==> config.mk <==
export PLATFORM = sky130hd
export DESIGN_NAME = fm_tune_seek_control
export DESIGN_NICKNAME = d
export VERILOG_FILES = /design/src/design/fm_tune_pkg.sv /design/src/design/fm_tune_seek_control.sv
export VERILOG_INCLUDE_DIRS = /design/src /design/src/design
export SDC_FILE = /design/constraint.sdc
export NUM_CORES = 1
export LEC_CHECK = 0
export ABC_AREA = 1
export BUFFER_PORTS_ARGS = -buffer_cell sky130_fd_sc_hd__buf_2
export CAP_MARGIN = 20
export CORE_ASPECT_RATIO = 0.75
export CORE_UTILIZATION = 30
export DETAILED_ROUTE_END_ITERATION = 12
export SETUP_SLACK_MARGIN = 0.1
export SLEW_MARGIN = 10
export SYNTH_ARGS = -nofsm -noshare
export SYNTH_HDL_FRONTEND = slang
export SYNTH_SLANG_ARGS = --single-unit
==> constraint.sdc <==
create_clock -name pclk -period 8.32 [get_ports pclk]
set_clock_uncertainty 0.05 [all_clocks]
set_input_delay 0.416 -clock pclk [delete_from_list [all_inputs] [get_ports pclk]]
set_output_delay 0.416 -clock pclk [all_outputs]
set_load 0.05 [all_outputs]
==> src/design/fm_tune_defs.svh <==
// register offsets, reset values and timing counts of the tuner control block
`ifndef FM_TUNE_DEFS_SVH
`define FM_TUNE_DEFS_SVH

// ---------------------------------------------------------------
// register byte offsets
// ---------------------------------------------------------------
`define CTRL_OFF      12'h000
`define SEEK_CFG_OFF  12'h004
`define AUDIO_CFG_OFF 12'h008
`define PIN_CFG_OFF   12'h00c
`define STATUS_OFF    12'h010
`define FREQ_OFF      12'h014

// ---------------------------------------------------------------
// register widths and reset values
// ---------------------------------------------------------------
`define CTRL_W          18
`define SEEK_CFG_W      16
`define AUDIO_CFG_W     14
`define PIN_CFG_W       10
`define CTRL_RST        18'h00000
`define SEEK_CFG_RST    16'h0019
`define AUDIO_CFG_RST   14'h0000
`define PIN_CFG_RST     10'h000

// ---------------------------------------------------------------
// pin function codes and band limits in kHz
// ---------------------------------------------------------------
`define PIN_FN_INPUT    2'h0
`define PIN_FN_SPECIAL  2'h1
`define PIN_FN_LOW      2'h2
`define PIN_FN_HIGH     2'h3
`define BAND_LOW_KHZ    17'h128e0
`define BAND_HIGH_KHZ   17'h155cc
`define BAND_MAX_KHZ    17'h1a5e0
`define BAND_JP_MAX_KHZ 17'h15f90

// ---------------------------------------------------------------
// timing
// ---------------------------------------------------------------
`define CLK_HZ          10000000
`define SETTLE_MS       60
`define IRQ_PULSE_MS    5
`define SETTLE_CYC      (`SETTLE_MS * (`CLK_HZ / 1000))
`define IRQ_PULSE_CYC   (`IRQ_PULSE_MS * (`CLK_HZ / 1000))

`endif

==> src/design/fm_tune_pkg.sv <==
// types shared by the tuner control block
package fm_tune_pkg;

  typedef enum logic [2:0] {
    st_idle   = 3'b001,
    st_settle = 3'b010,
    st_done   = 3'b100
  } tune_state_t;

  typedef struct packed {
    logic [9:0] station_index;
    logic [1:0] lower_edge_select;
    logic [1:0] channel_step_select;
    logic       wrap_policy;
    logic       direction_up;
    logic       scan_request;
    logic       station_set_request;
  } ctrl_t;

  typedef struct packed {
    logic [3:0] impulse_threshold;
    logic [3:0] quality_threshold;
    logic [7:0] signal_level_threshold;
  } seek_cfg_t;

  typedef struct packed {
    logic       soft_attenuation_disable;
    logic [1:0] soft_attenuation_level;
    logic [1:0] soft_attenuation_rate;
    logic [3:0] volume;
    logic       output_silence_release;
    logic       filter_time_select;
    logic       force_single_output;
    logic [1:0] blend_range;
  } audio_cfg_t;

  typedef struct packed {
    logic [2:0] gp_out;
    logic       done_irq_enable;
    logic [1:0] pin_three_fn;
    logic [1:0] pin_two_fn;
    logic [1:0] pin_one_fn;
  } pin_cfg_t;

  typedef struct packed {
    logic [7:0] signal_level;
    logic [3:0] quality;
    logic [3:0] impulse;
    logic       freq_loop_railed;
    logic       pilot_present;
  } meas_t;

  typedef struct packed {
    logic       mute;
    logic       mono;
    logic       deemph_50us;
    logic [3:0] volume;
    logic [1:0] blend_range;
    logic       soft_att_enable;
    logic       soft_att_force;
    logic [1:0] soft_att_rate;
    logic [1:0] soft_att_level;
  } audio_out_t;

endpackage : fm_tune_pkg

==> src/design/fm_tune_seek_control.sv <==
// tune and seek sequencer, audio settings and pin control behind apb
//
// Summary of operation
// - tuned frequency is step times station index plus lower band edge
// - channel_step_select picks 50, 100 or 200 kHz step
// - ten-bit station_index is the multiplier when a tune starts
// - lower_edge_select puts band bottom at 76 or 87.5 MHz
// - station_set_request starts tune; done flag and signal_level follow
// - host clears station_set_request after done; device then clears done
// - seek steps up or down, stops where level reaches threshold
// - quality and impulse qualifiers, both off after reset
// - wrap_policy low: wrap edges; failure sets flag, returns to start
// - wrap_policy high: stop at band edge and set search_fail_flag
// - seek starts with scan_request, direction_up picks direction
// - readback tracks seek progress; done shows level and channel
// - channel valid after good seek, else unrailed and level reached
// - railed frequency loop forces soft attenuation mute
// - clearing scan_request clears flags after done, aborts before
// - done interrupt drives pin_two low 5 ms when enabled
// - pins selectable: interrupt, stereo indicator or general purpose
// - general purpose pins work regardless of other control bits
// - two_channel_flag, forced mono and blend_range output
// - filter_time_select chooses 50 or 75 us de-emphasis
// - output_silence_release unmutes; four-bit volume setting
// - soft attenuation rate, level and disable settings
`timescale 1ns/1ps
`include "fm_tune_defs.svh"

module fm_tune_seek_control
  import fm_tune_pkg::*;
#(
  parameter int SETTLE_CYCLES    = `SETTLE_CYC,
  parameter int IRQ_PULSE_CYCLES = `IRQ_PULSE_CYC,
  parameter int CNT_W            = 20
) (
  input  wire logic        pclk,
  input  wire logic        presetn,
  input  wire logic        psel,
  input  wire logic        penable,
  input  wire logic        pwrite,
  input  wire logic [11:0] paddr,
  input  wire logic [31:0] pwdata,
  output logic      [31:0] prdata,
  output logic             pready,
  output logic             pslverr,
  input  wire meas_t       meas,
  output logic      [16:0] tuned_freq_khz,
  output audio_out_t       audio_ctl,
  input  wire logic [2:0]  pin_in,
  output logic      [2:0]  pin_out,
  output logic      [2:0]  pin_oe
);

  // ---------------------------------------------------------------
  // elaboration checks
  // ---------------------------------------------------------------
  if (SETTLE_CYCLES < 1 || SETTLE_CYCLES >= (1 << CNT_W))
    $error("SETTLE_CYCLES out of counter range");
  if (IRQ_PULSE_CYCLES < 1 || IRQ_PULSE_CYCLES >= (1 << CNT_W))
    $error("IRQ_PULSE_CYCLES out of counter range");

  // ---------------------------------------------------------------
  // state
  // ---------------------------------------------------------------
  typedef struct packed {
    tune_state_t      st;
    ctrl_t            ctrl;
    seek_cfg_t        seek_cfg;
    audio_cfg_t       audio_cfg;
    pin_cfg_t         pin_cfg;
    logic [9:0]       idx;
    logic [9:0]       start_idx;
    logic             is_seek;
    logic             returning;
    logic             done;
    logic             fail;
    logic             seek_ok;
    logic [7:0]       level;
    logic [CNT_W-1:0] cnt;
    logic [CNT_W-1:0] irq_cnt;
    logic [16:0]      freq;
    audio_out_t       audio;
    logic [2:0]       pout;
    logic [2:0]       poe;
    logic [31:0]      rdata;
  } regs_t;

  regs_t s;
  regs_t n;

  localparam logic [CNT_W-1:0] SETTLE_LOAD = CNT_W'(SETTLE_CYCLES - 1);
  localparam logic [CNT_W-1:0] IRQ_LOAD    = CNT_W'(IRQ_PULSE_CYCLES);

  // ---------------------------------------------------------------
  // decode helpers
  // ---------------------------------------------------------------
  function automatic logic [7:0] step_khz(input logic [1:0] sel);
    case (sel)
      2'h0:    step_khz = 8'hc8;
      2'h1:    step_khz = 8'h64;
      default: step_khz = 8'h32;
    endcase
  endfunction : step_khz

  function automatic logic [16:0] bottom_khz(input logic [1:0] band);
    bottom_khz = (band == 2'h0) ? `BAND_HIGH_KHZ : `BAND_LOW_KHZ;
  endfunction : bottom_khz

  // highest index inside the band; table avoids a divider
  function automatic logic [9:0] max_index(input logic [1:0] sp,
                                           input logic [1:0] band);
    logic [9:0] m;
    m = 10'h000;
    if (band == 2'h0) begin
      m = (sp == 2'h0) ? 10'h066 : (sp == 2'h1) ? 10'h0cd : 10'h19a;
    end else if (band == 2'h2) begin
      m = (sp == 2'h0) ? 10'h046 : (sp == 2'h1) ? 10'h08c : 10'h118;
    end else begin
      m = (sp == 2'h0) ? 10'h0a0 : (sp == 2'h1) ? 10'h140 : 10'h280;
    end
    max_index = m;
  endfunction : max_index

  function automatic logic is_mapped(input logic [11:0] a);
    is_mapped = (a == `CTRL_OFF) || (a == `SEEK_CFG_OFF) ||
                (a == `AUDIO_CFG_OFF) || (a == `PIN_CFG_OFF) ||
                (a == `STATUS_OFF) || (a == `FREQ_OFF);
  endfunction : is_mapped

  // returns {oe, out} for one pin
  function automatic logic [1:0] pin_drive(input logic [1:0] fn,
                                           input logic       sp_oe,
                                           input logic       sp_val);
    case (fn)
      `PIN_FN_SPECIAL: pin_drive = {sp_oe, sp_val};
      `PIN_FN_LOW:     pin_drive = 2'b10;
      `PIN_FN_HIGH:    pin_drive = 2'b11;
      default:         pin_drive = 2'b00;
    endcase
  endfunction : pin_drive

  // ---------------------------------------------------------------
  // combinational terms
  // ---------------------------------------------------------------
  logic [9:0] maxi;
  logic [9:0] nxt;
  logic       at_edge;
  logic       qualified;
  logic       station_index_valid;
  logic       req_held;

  always_comb begin
    maxi = max_index(s.ctrl.channel_step_select, s.ctrl.lower_edge_select);
    if (s.ctrl.direction_up) begin
      at_edge = (s.idx >= maxi);
      nxt     = at_edge ? 10'h000 : s.idx + 10'h001;
    end else begin
      at_edge = (s.idx == 10'h000);
      nxt     = at_edge ? maxi : s.idx - 10'h001;
    end
    // a zero qualifier threshold leaves that detector out
    qualified = (meas.signal_level >=
                 s.seek_cfg.signal_level_threshold) &&
                ((s.seek_cfg.quality_threshold == 4'h0) ||
                 (meas.quality >= s.seek_cfg.quality_threshold)) &&
                ((s.seek_cfg.impulse_threshold == 4'h0) ||
                 (meas.impulse <= s.seek_cfg.impulse_threshold));
    station_index_valid = s.seek_ok ? 1'b1 :
                 (!meas.freq_loop_railed &&
                  (s.level >= s.seek_cfg.signal_level_threshold));
    req_held = s.is_seek ? s.ctrl.scan_request
                         : s.ctrl.station_set_request;
  end

  // ---------------------------------------------------------------
  // next state
  // ---------------------------------------------------------------
  always_comb begin
    n = s;

    // apb writes land on the access cycle only
    if (psel && penable && pwrite) begin
      if (paddr == `CTRL_OFF) begin
        n.ctrl = ctrl_t'(pwdata[`CTRL_W-1:0]);
      end else if (paddr == `SEEK_CFG_OFF) begin
        n.seek_cfg = seek_cfg_t'(pwdata[`SEEK_CFG_W-1:0]);
      end else if (paddr == `AUDIO_CFG_OFF) begin
        n.audio_cfg = audio_cfg_t'(pwdata[`AUDIO_CFG_W-1:0]);
      end else if (paddr == `PIN_CFG_OFF) begin
        n.pin_cfg = pin_cfg_t'(pwdata[`PIN_CFG_W-1:0]);
      end
    end

    // read data is captured in the setup cycle
    if (psel && !penable) begin
      if (paddr == `CTRL_OFF) begin
        n.rdata = {14'h0000, s.ctrl};
      end else if (paddr == `SEEK_CFG_OFF) begin
        n.rdata = {16'h0000, s.seek_cfg};
      end else if (paddr == `AUDIO_CFG_OFF) begin
        n.rdata = {18'h00000, s.audio_cfg};
      end else if (paddr == `PIN_CFG_OFF) begin
        n.rdata = {22'h000000, s.pin_cfg};
      end else if (paddr == `STATUS_OFF) begin
        n.rdata = {3'h0, pin_in, s.idx, s.level, 2'h0,
                   !s.st[0], station_index_valid, meas.freq_loop_railed,
                   s.audio.mono ? 1'b0 : meas.pilot_present,
                   s.fail, s.done};
      end else if (paddr == `FREQ_OFF) begin
        n.rdata = {15'h0000, s.freq};
      end else begin
        n.rdata = 32'h00000000;
      end
    end

    if (s.irq_cnt != '0) begin
      n.irq_cnt = s.irq_cnt - CNT_W'(1);
    end

    case (s.st)
      st_idle: begin
        // a request is only taken here, so repeats during work are dropped
        if (s.ctrl.station_set_request) begin
          n.idx       = s.ctrl.station_index;
          n.is_seek   = 1'b0;
          n.returning = 1'b0;
          n.seek_ok   = 1'b0;
          n.cnt       = SETTLE_LOAD;
          n.st        = st_settle;
        end else if (s.ctrl.scan_request) begin
          n.start_idx = s.idx;
          n.idx       = nxt;
          n.is_seek   = 1'b1;
          n.returning = 1'b0;
          n.seek_ok   = 1'b0;
          n.cnt       = SETTLE_LOAD;
          n.st        = st_settle;
        end
      end
      st_settle: begin
        if (!req_held) begin
          n.st = st_idle;
        end else if (s.cnt != '0) begin
          n.cnt = s.cnt - CNT_W'(1);
        end else begin
          n.level = meas.signal_level;
          if (s.returning || !s.is_seek || qualified) begin
            n.st      = st_done;
            n.done    = 1'b1;
            n.seek_ok = s.is_seek && !s.returning;
          end else if (s.ctrl.wrap_policy && at_edge) begin
            n.st   = st_done;
            n.done = 1'b1;
            n.fail = 1'b1;
          end else if (nxt == s.start_idx) begin
            // whole band seen: retune the channel held before the seek
            n.idx       = s.start_idx;
            n.fail      = 1'b1;
            n.returning = 1'b1;
            n.cnt       = SETTLE_LOAD;
          end else begin
            n.idx = nxt;
            n.cnt = SETTLE_LOAD;
          end
          if (n.done && s.pin_cfg.done_irq_enable &&
              s.pin_cfg.pin_two_fn == `PIN_FN_SPECIAL) begin
            n.irq_cnt = IRQ_LOAD;
          end
        end
      end
      st_done: begin
        if (!req_held) begin
          n.done = 1'b0;
          n.fail = 1'b0;
          n.st   = st_idle;
        end
      end
      default: n.st = st_idle;
    endcase

    n.freq = 17'(bottom_khz(s.ctrl.lower_edge_select) +
                 step_khz(s.ctrl.channel_step_select) * s.idx);

    n.audio.mute            = !s.audio_cfg.output_silence_release;
    n.audio.volume          = s.audio_cfg.volume;
    n.audio.mono            = s.audio_cfg.force_single_output;
    n.audio.blend_range     = s.audio_cfg.blend_range;
    n.audio.deemph_50us     = s.audio_cfg.filter_time_select;
    n.audio.soft_att_enable = !s.audio_cfg.soft_attenuation_disable;
    n.audio.soft_att_rate   = s.audio_cfg.soft_attenuation_rate;
    n.audio.soft_att_level  = s.audio_cfg.soft_attenuation_level;
    // rail mute overrides the soft attenuation disable bit
    n.audio.soft_att_force  = meas.freq_loop_railed;

    // pins driven low or high depend on their function field only
    {n.poe[0], n.pout[0]} = pin_drive(s.pin_cfg.pin_one_fn, 1'b0,
                                      s.pin_cfg.gp_out[0]);
    {n.poe[1], n.pout[1]} = pin_drive(s.pin_cfg.pin_two_fn, 1'b1,
                                      s.irq_cnt == '0);
    {n.poe[2], n.pout[2]} = pin_drive(s.pin_cfg.pin_three_fn, 1'b1,
                                      !(meas.pilot_present &&
                                        !s.audio.mono));
    if (s.pin_cfg.pin_one_fn == `PIN_FN_HIGH ||
        s.pin_cfg.pin_one_fn == `PIN_FN_LOW) begin
      n.pout[0] = s.pin_cfg.pin_one_fn[0];
    end
  end

  // ---------------------------------------------------------------
  // registers
  // ---------------------------------------------------------------
  always_ff @(posedge pclk or negedge presetn) begin
    if (!presetn) begin
      s           <= '0;
      s.st        <= st_idle;
      s.ctrl      <= ctrl_t'(`CTRL_RST);
      s.seek_cfg  <= seek_cfg_t'(`SEEK_CFG_RST);
      s.audio_cfg <= audio_cfg_t'(`AUDIO_CFG_RST);
      s.pin_cfg   <= pin_cfg_t'(`PIN_CFG_RST);
      s.freq      <= `BAND_HIGH_KHZ;
      s.audio     <= '0;
    end else begin
      s <= n;
    end
  end

  // ---------------------------------------------------------------
  // outputs
  // ---------------------------------------------------------------
  assign prdata         = s.rdata;
  assign pready         = 1'b1;
  assign pslverr        = psel && penable && !is_mapped(paddr);
  assign tuned_freq_khz = s.freq;
  assign audio_ctl      = s.audio;
  assign pin_out        = s.pout;
  assign pin_oe         = s.poe;

endmodule : fm_tune_seek_control

==> results of run 1 <==
==> final timing paths <==
| kind | from | endpoint | slack (ns) | depth (start not counted) |
|---|---|---|---|---|
| max in group asynchronous | presetn | audio_ctl[1]$_DFF_PN0_ | 6.31 | 3 |
| min in group pclk | meas[1] | audio_ctl[4]$_DFF_PN0_ | 0.03 | 1 |
| hold / removal | presetn | pin_oe[2]$_DFF_PN0_ | -0.03 | 1 |
| setup reg to reg | s[187]$_DFFE_PN0P_ | tuned_freq_khz[16]$_DFF_PN1_ | 2.73 | 24 |
| setup / recovery | s[187]$_DFFE_PN0P_ | tuned_freq_khz[16]$_DFF_PN1_ | 2.73 | 24 |
| hold reg to reg | s[144]$_DFFE_PN0P_ | pin_oe[0]$_DFF_PN0_ | 0.35 | 0 |
==> state kept, by name (all words and copies together), names as in the netlist <==
name            cells
n                  12
tuned_freq_khz     16
prdata             29
pin_oe              3
audio_ctl          15
pin_out             3
s                 122
==> power groups by stage <==
stage                     clock network [mW]  registers [mW]  logic (mW)
after floorplan                            0            1.17        1.75
after global placement                     0            1.28        2.16
after detailed placement                   0            1.28        2.18
after CTS                              0.863            1.26        2.20
after global routing                   0.898            1.28        2.49
final                                  0.839            1.27        2.21
==> routing by layer <==
layer	routed length (um)	GRT usage [%]	vias to the layer above	part of all wire, %
met3	3191	4.567	28	8.0
li1	-	-	5565	-
met1	19150	25.00	5533	48
met4	389	3.351	0	0.97
met2	17390	25.64	369	43
met5	0	0	-	0
==> Yosys cell counts (7+ instances only) <==
cell type / number
ha_1: 78
xor2_1: 31
inv_2: 18
buf_4: 76
dfstp_2: 13
nand4_1: 25
dfrtp_1: 187
xnor2_1: 12
nor2_1: 151
inv_1: 275
o21ai_1: 39
nor3_1: 20
a21oi_1: 73
nor3_2: 8
o221ai_1: 8
o21ai_0: 133
fa_1: 49
a221oi_1: 8
clkbuf_1: 26
nor2_4: 7
nand3b_1: 7
nand2_1: 342
nand3_1: 80
buf_2: 14
nor2_2: 12
nand2_2: 8
==> cells by family after synthesis <==
logic type | Yosys count | share of synthesized area [%]
other cells | 2 | 0.05425
simple gates | 681 | 22.06
fa+ha+maj | 127 | 14.13
flops | 200 | 36.27
xor+xnor | 43 | 2.720
compound gates | 282 | 11.01
buf+inv | 417 | 13.67
mux | 1 | 0.08133
==> area by class of cell <==
| type | count | share of cell area, % |
|---|---|---|
| clock buffers | 21 | 3.043 |
| multi-input cells | 1139 | 45.92 |
| clock inverters | 11 | 0.7442 |
| well taps | 586 | 4.845 |
| inverters | 296 | 7.359 |
| flip-flops and latches | 200 | 33.18 |
| repair buffers | 133 | 4.903 |
==> through the flow <==
stage / power [mW] / cells
after global routing: 4.669 / 2386
final: 4.314 / 2386
after global placement: 3.442 / 2352
after floorplan: 2.917 / 1756
after CTS: 4.325 / 2384
after detailed placement: 3.464 / 2352
==> flow_summary.ini, run 1 <==
[clock_network]
cts_tree = yes
htree_levels = 4
numClockSinks = 200
cts-root-buf = clkbuf_16
path_clk_slew_ns = 0.07
cts_made_buffers = 17
cts_setup_buffers = 0
insertion_delay_ns = 0.47
hold_buffers = 0
postCtsResizedCells = 0
clockBufferDepth = 2

[layout]
post-route-util_pct = 33.55
mostFrequentLayoutCells = 342 x nand2_1, 275 x inv_1, 187 x dfrtp_1
fin_nets = 1984
register_area_um2 = 5021
stdcell_area_um2 = 15130
multi_input_area_um2 = 6949
syn_to_final_growth_pct = 9.300
drive_above_1_share_pct = 13.83
nFillCells = 4781
final_common_cell = nand2_1
antennaDiodeCount = 0

[yosys]
postSynth.asyncResetShare_pct = 100.0
ys_types = 54
yosys_warnings = 0
yosysTopAreaCell = dfrtp_1
syn-cell-area_um2 = 13840
synth_edf_count = 0
synth_cells = 1753
synth-seq-cells = 200
synth_top_area_share_pct = 33.80
synth_top_flop_cell = dfrtp_1
seq_area_frac_synth_pct = 36.27
synth_area_per_cell_um2 = 7.898
synth.area.top_cells = dfrtp_1 34%, nand2_1 9.3%, inv_1 7.5%, fa_1 7.1%, ha_1 7.0%

[run]
max_cap_viol_count = 0

[routing]
wire_per_inst_um = 16.81
ant_nets = 0
dr_total_vias = 11500
drt_iter0_drc = 975
routed_wl_um = 40110
viasPerCell = 4.818
drtPass1Iterations = 6
drc = 0

[critical_path]
critPathBufInv = 7
cp_data_arrival_time_ns = 5.89
crit_fanout = 10
crit_family = adder cells
path_cells = inv_2 > nand2_4 > inv_2 > nor2_1 > fa_1 > inv_1 > fa_1 > inv_1 > fa_1 > inv_1 > fa_1 > inv_1 > ha_1 > a21oi_1 > and2_1 > inv_1 > a21oi_1 > nor2_1 > o21ai_0 > nand2_1 > nand2_1 > nand2_1 > a21oi_1 > xor2_1
cpMostUsedCell = inv_1
worstSetupPathType = reg2reg
start_kind = flip-flop
required_ns = 8.61
end_kind = flip-flop
cp_slowest_stage_delay_ns = 0.54
cp_slowest_cell = fa_1

[run_status]
status = complete, but fails checks
violations = hold timing

[timing]
whs_ns = -0.02971
tns_ns = 0
slew_viol_final = 0
worst_slack_ns = 2.726
rsz0062_at_grt = no
setup_viol = 0
min_period_over_period_pct = 67.24
fin_crit_ns = 5.594
fmax_ghz = 0.1788
hold_viol = 22
slew_headroom_pct = 32.28
tightest_slew_ns = 1.010

[pwr]
seqPwrFrac_pct = 29.3
peakVddDrop_uv = 182.8
leakagePower_nw = 7.509
swShare_pct = 47.81
power_switching_mw = 2.063
p_int_mw = 2.252
power_density_nw_per_um2 = 285.1
clkPwrFrac_pct = 19.5
combPwrFrac_pct = 51.2

[global_routing]
grt_pass1_wl_um = 62620
grt_max_degree = 95
overflow = 0
gr-usage-all-layers_pct = 17.24
grt_pass1_vias = 10980
antenna_found_initial = 0

[floorplan]
die_w_um = 250.1
dieArea_um2 = 47020
initial_core_util_pct = 30.70
io_pins = 142
die_h_um = 188.0
coreArea_um2 = 45100
rows = 67

[placed_design]
post-place-ws_ns = 2.802
gp_congestion = 0.8996
placed_area_um2 = 14500
place_hpwl_um = 31190
numPortBuffers = 122

[min_path]
min_path_type = in2async
No activity file was read; power rests on OpenSTA's default activity.
==> inputs of run 2 (changes only) <==
==> constraint.sdc (replaced) <==
create_clock -name pclk -period 5.2 [get_ports pclk]
set_clock_uncertainty 0.05 [all_clocks]
set_input_delay 0.26 -clock pclk [delete_from_list [all_inputs] [get_ports pclk]]
set_output_delay 0.26 -clock pclk [all_outputs]
set_load 0.05 [all_outputs]
==> run 2 against run 1 <==
Effect of this change:
- the run now ends clean
- first-iteration DRC count is 7.3% higher
- die area stayed put
- non-clock buffer count increased by 49
- power increased by 62%
==> flow_summary.ini, run 2 (synthesis results as in run 1) <==
[critical_path]
critPathBufInv = 6
start_kind = flip-flop
cp_slowest_cell = fa_1
crit_family = adder cells
path_cells = inv_4 > buf_4 > nor2_4 > nand2_1 > fa_1 > inv_1 > fa_1 > fa_1 > inv_1 > fa_1 > inv_1 > ha_1 > a21oi_1 > inv_1 > a31oi_2 > o21ai_0 > a21boi_1 > o21ai_0 > a21oi_1 > xnor2_1
worstSetupPathType = reg2reg
reg2reg_from = s[187]$_DFFE_PN0P_
cp_data_arrival_time_ns = 5.12
crit_fanout = 6
end_kind = flip-flop
reg2reg_depth = 20
cp_slowest_stage_delay_ns = 0.54
required_ns = 5.54
worstSetupPathDepth = 20
worstSetupStartpoint = s[187]$_DFFE_PN0P_

[clock_network]
cts-root-buf = clkbuf_16
clockBufferDepth = 2
numClockSinks = 200
cts_tree = yes
insertion_delay_ns = 0.46
path_clk_slew_ns = 0.08
htree_levels = 4
cts_made_buffers = 17

[timing]
fin_crit_ns = 4.782
rsz0062_at_grt = yes
fmax_ghz = 0.2091
setup_viol = 0
tns_ns = 0
slew_viol_final = 0
min_period_over_period_pct = 91.96
hold_viol = 0
slew_headroom_pct = 31.43
worst_slack_ns = 0.4180
tightest_slew_ns = 1.023

[routing]
drc = 0
routed_wl_um = 40870
drt_iter0_drc = 1046
dr_total_vias = 11730
ant_nets = 0
viasPerCell = 4.816
wire_per_inst_um = 16.78
drtPass1Iterations = 6

[global_routing]
grt_pass1_wl_um = 63990
gr-usage-all-layers_pct = 17.61
antenna_found_initial = 0
grt_pass1_vias = 11140
grt_max_degree = 119
overflow = 0

[placed_design]
place_inst = 2373
numPortBuffers = 122
place_hpwl_um = 31810
gp_congestion = 0.9519
post-place-ws_ns = 0.1806

[layout]
antennaDiodeCount = 0
post-route-util_pct = 34.58
syn_to_final_growth_pct = 12.63
largest_reg_flops = 122
fin_nets = 2033
instances_no_fill = 2435
regMostFlops = s
mostFrequentLayoutCells = 342 x nand2_1, 275 x inv_1, 186 x dfrtp_1
nFillCells = 4726
final_common_cell = nand2_1
drive_above_1_share_pct = 15.31

[floorplan]
rows = 67
initial_core_util_pct = 30.70
io_pins = 142
die_w_um = 250.1
die_h_um = 188.0
dieArea_um2 = 47020
coreArea_um2 = 45100

[run]
max_cap_viol_count = 0

[run_status]
status = completed

[pwr]
peakVddDrop_uv = 286.1
leakagePower_nw = 7.726
power_density_nw_per_um2 = 447.9

[min_path]
holdPathStages = 3
hold_start = pwdata[7]
min_path_type = in2reg
run 2: path summary, 6_finish.rpt:
kind                                           endpoint  slack, ns
max reg2reg                tuned_freq_khz[15]$_DFF_PN0_       0.42
min in group asynchronous           pin_oe[2]$_DFF_PN0_       0.45
min                                  s[150]$_DFFE_PN0P_       0.04
max in group asynchronous            s[134]$_DFFE_PN0P_       3.28
min reg2reg                         pin_oe[0]$_DFF_PN0_       0.36
max                        tuned_freq_khz[15]$_DFF_PN0_       0.42
run 2: timing repair:
action,CTS,global route
resized for setup,0,13
buffers inserted,0,5
endpoints found under the setup margin,0,2
hold endpoints to repair,126,0
hold buffers,23,0
run 2: cell type report:
cell class                      instances  area [um2]  area share, %
Multi-Input combinational cell       1139        6983          44.78
Sequential cell                       200        5022          32.21
Timing Repair Buffer                  182        1162          7.454
Inverter                              296        1119          7.173
Tap cell                              586       733.2          4.702
Clock buffer                           18       439.2          2.816
Clock inverter                         14       135.1         0.8666
run 2: stage by stage:
stage / total power, mW / hold WS [ns] / cell area (um2)
finish: 6.985 / 0.03820 / 15590
global route: 7.593 / 0.01962 / 15590
CTS: 6.954 / 0.005774 / 15470
detailed placement: 5.578 / 0.3380 / 14660
global placement: 5.540 / 0.3104 / 14660
floorplan: 4.667 / -0.08559 / 13860
run 2: layer usage:
layer	track usage (%)	vias to the layer above	part of all wire (%)
met1	26.54	5666	49
met3	3.040	42	6.9
met4	4.530	0	1.5
met5	0	-	0
li1	-	5649	-
met2	25.74	370	43
run 2: tightest hold or removal path, stage by stage:
cell and delay, ns:
buf_2 0.13, a21oi_1 0.07, inv_1 0.05
run 2: power breakdown:
part / internal (mW) / switching (mW)
Combinational: 1.28 / 2.42
Sequential: 1.74 / 0.211
Clock: 0.645 / 0.684
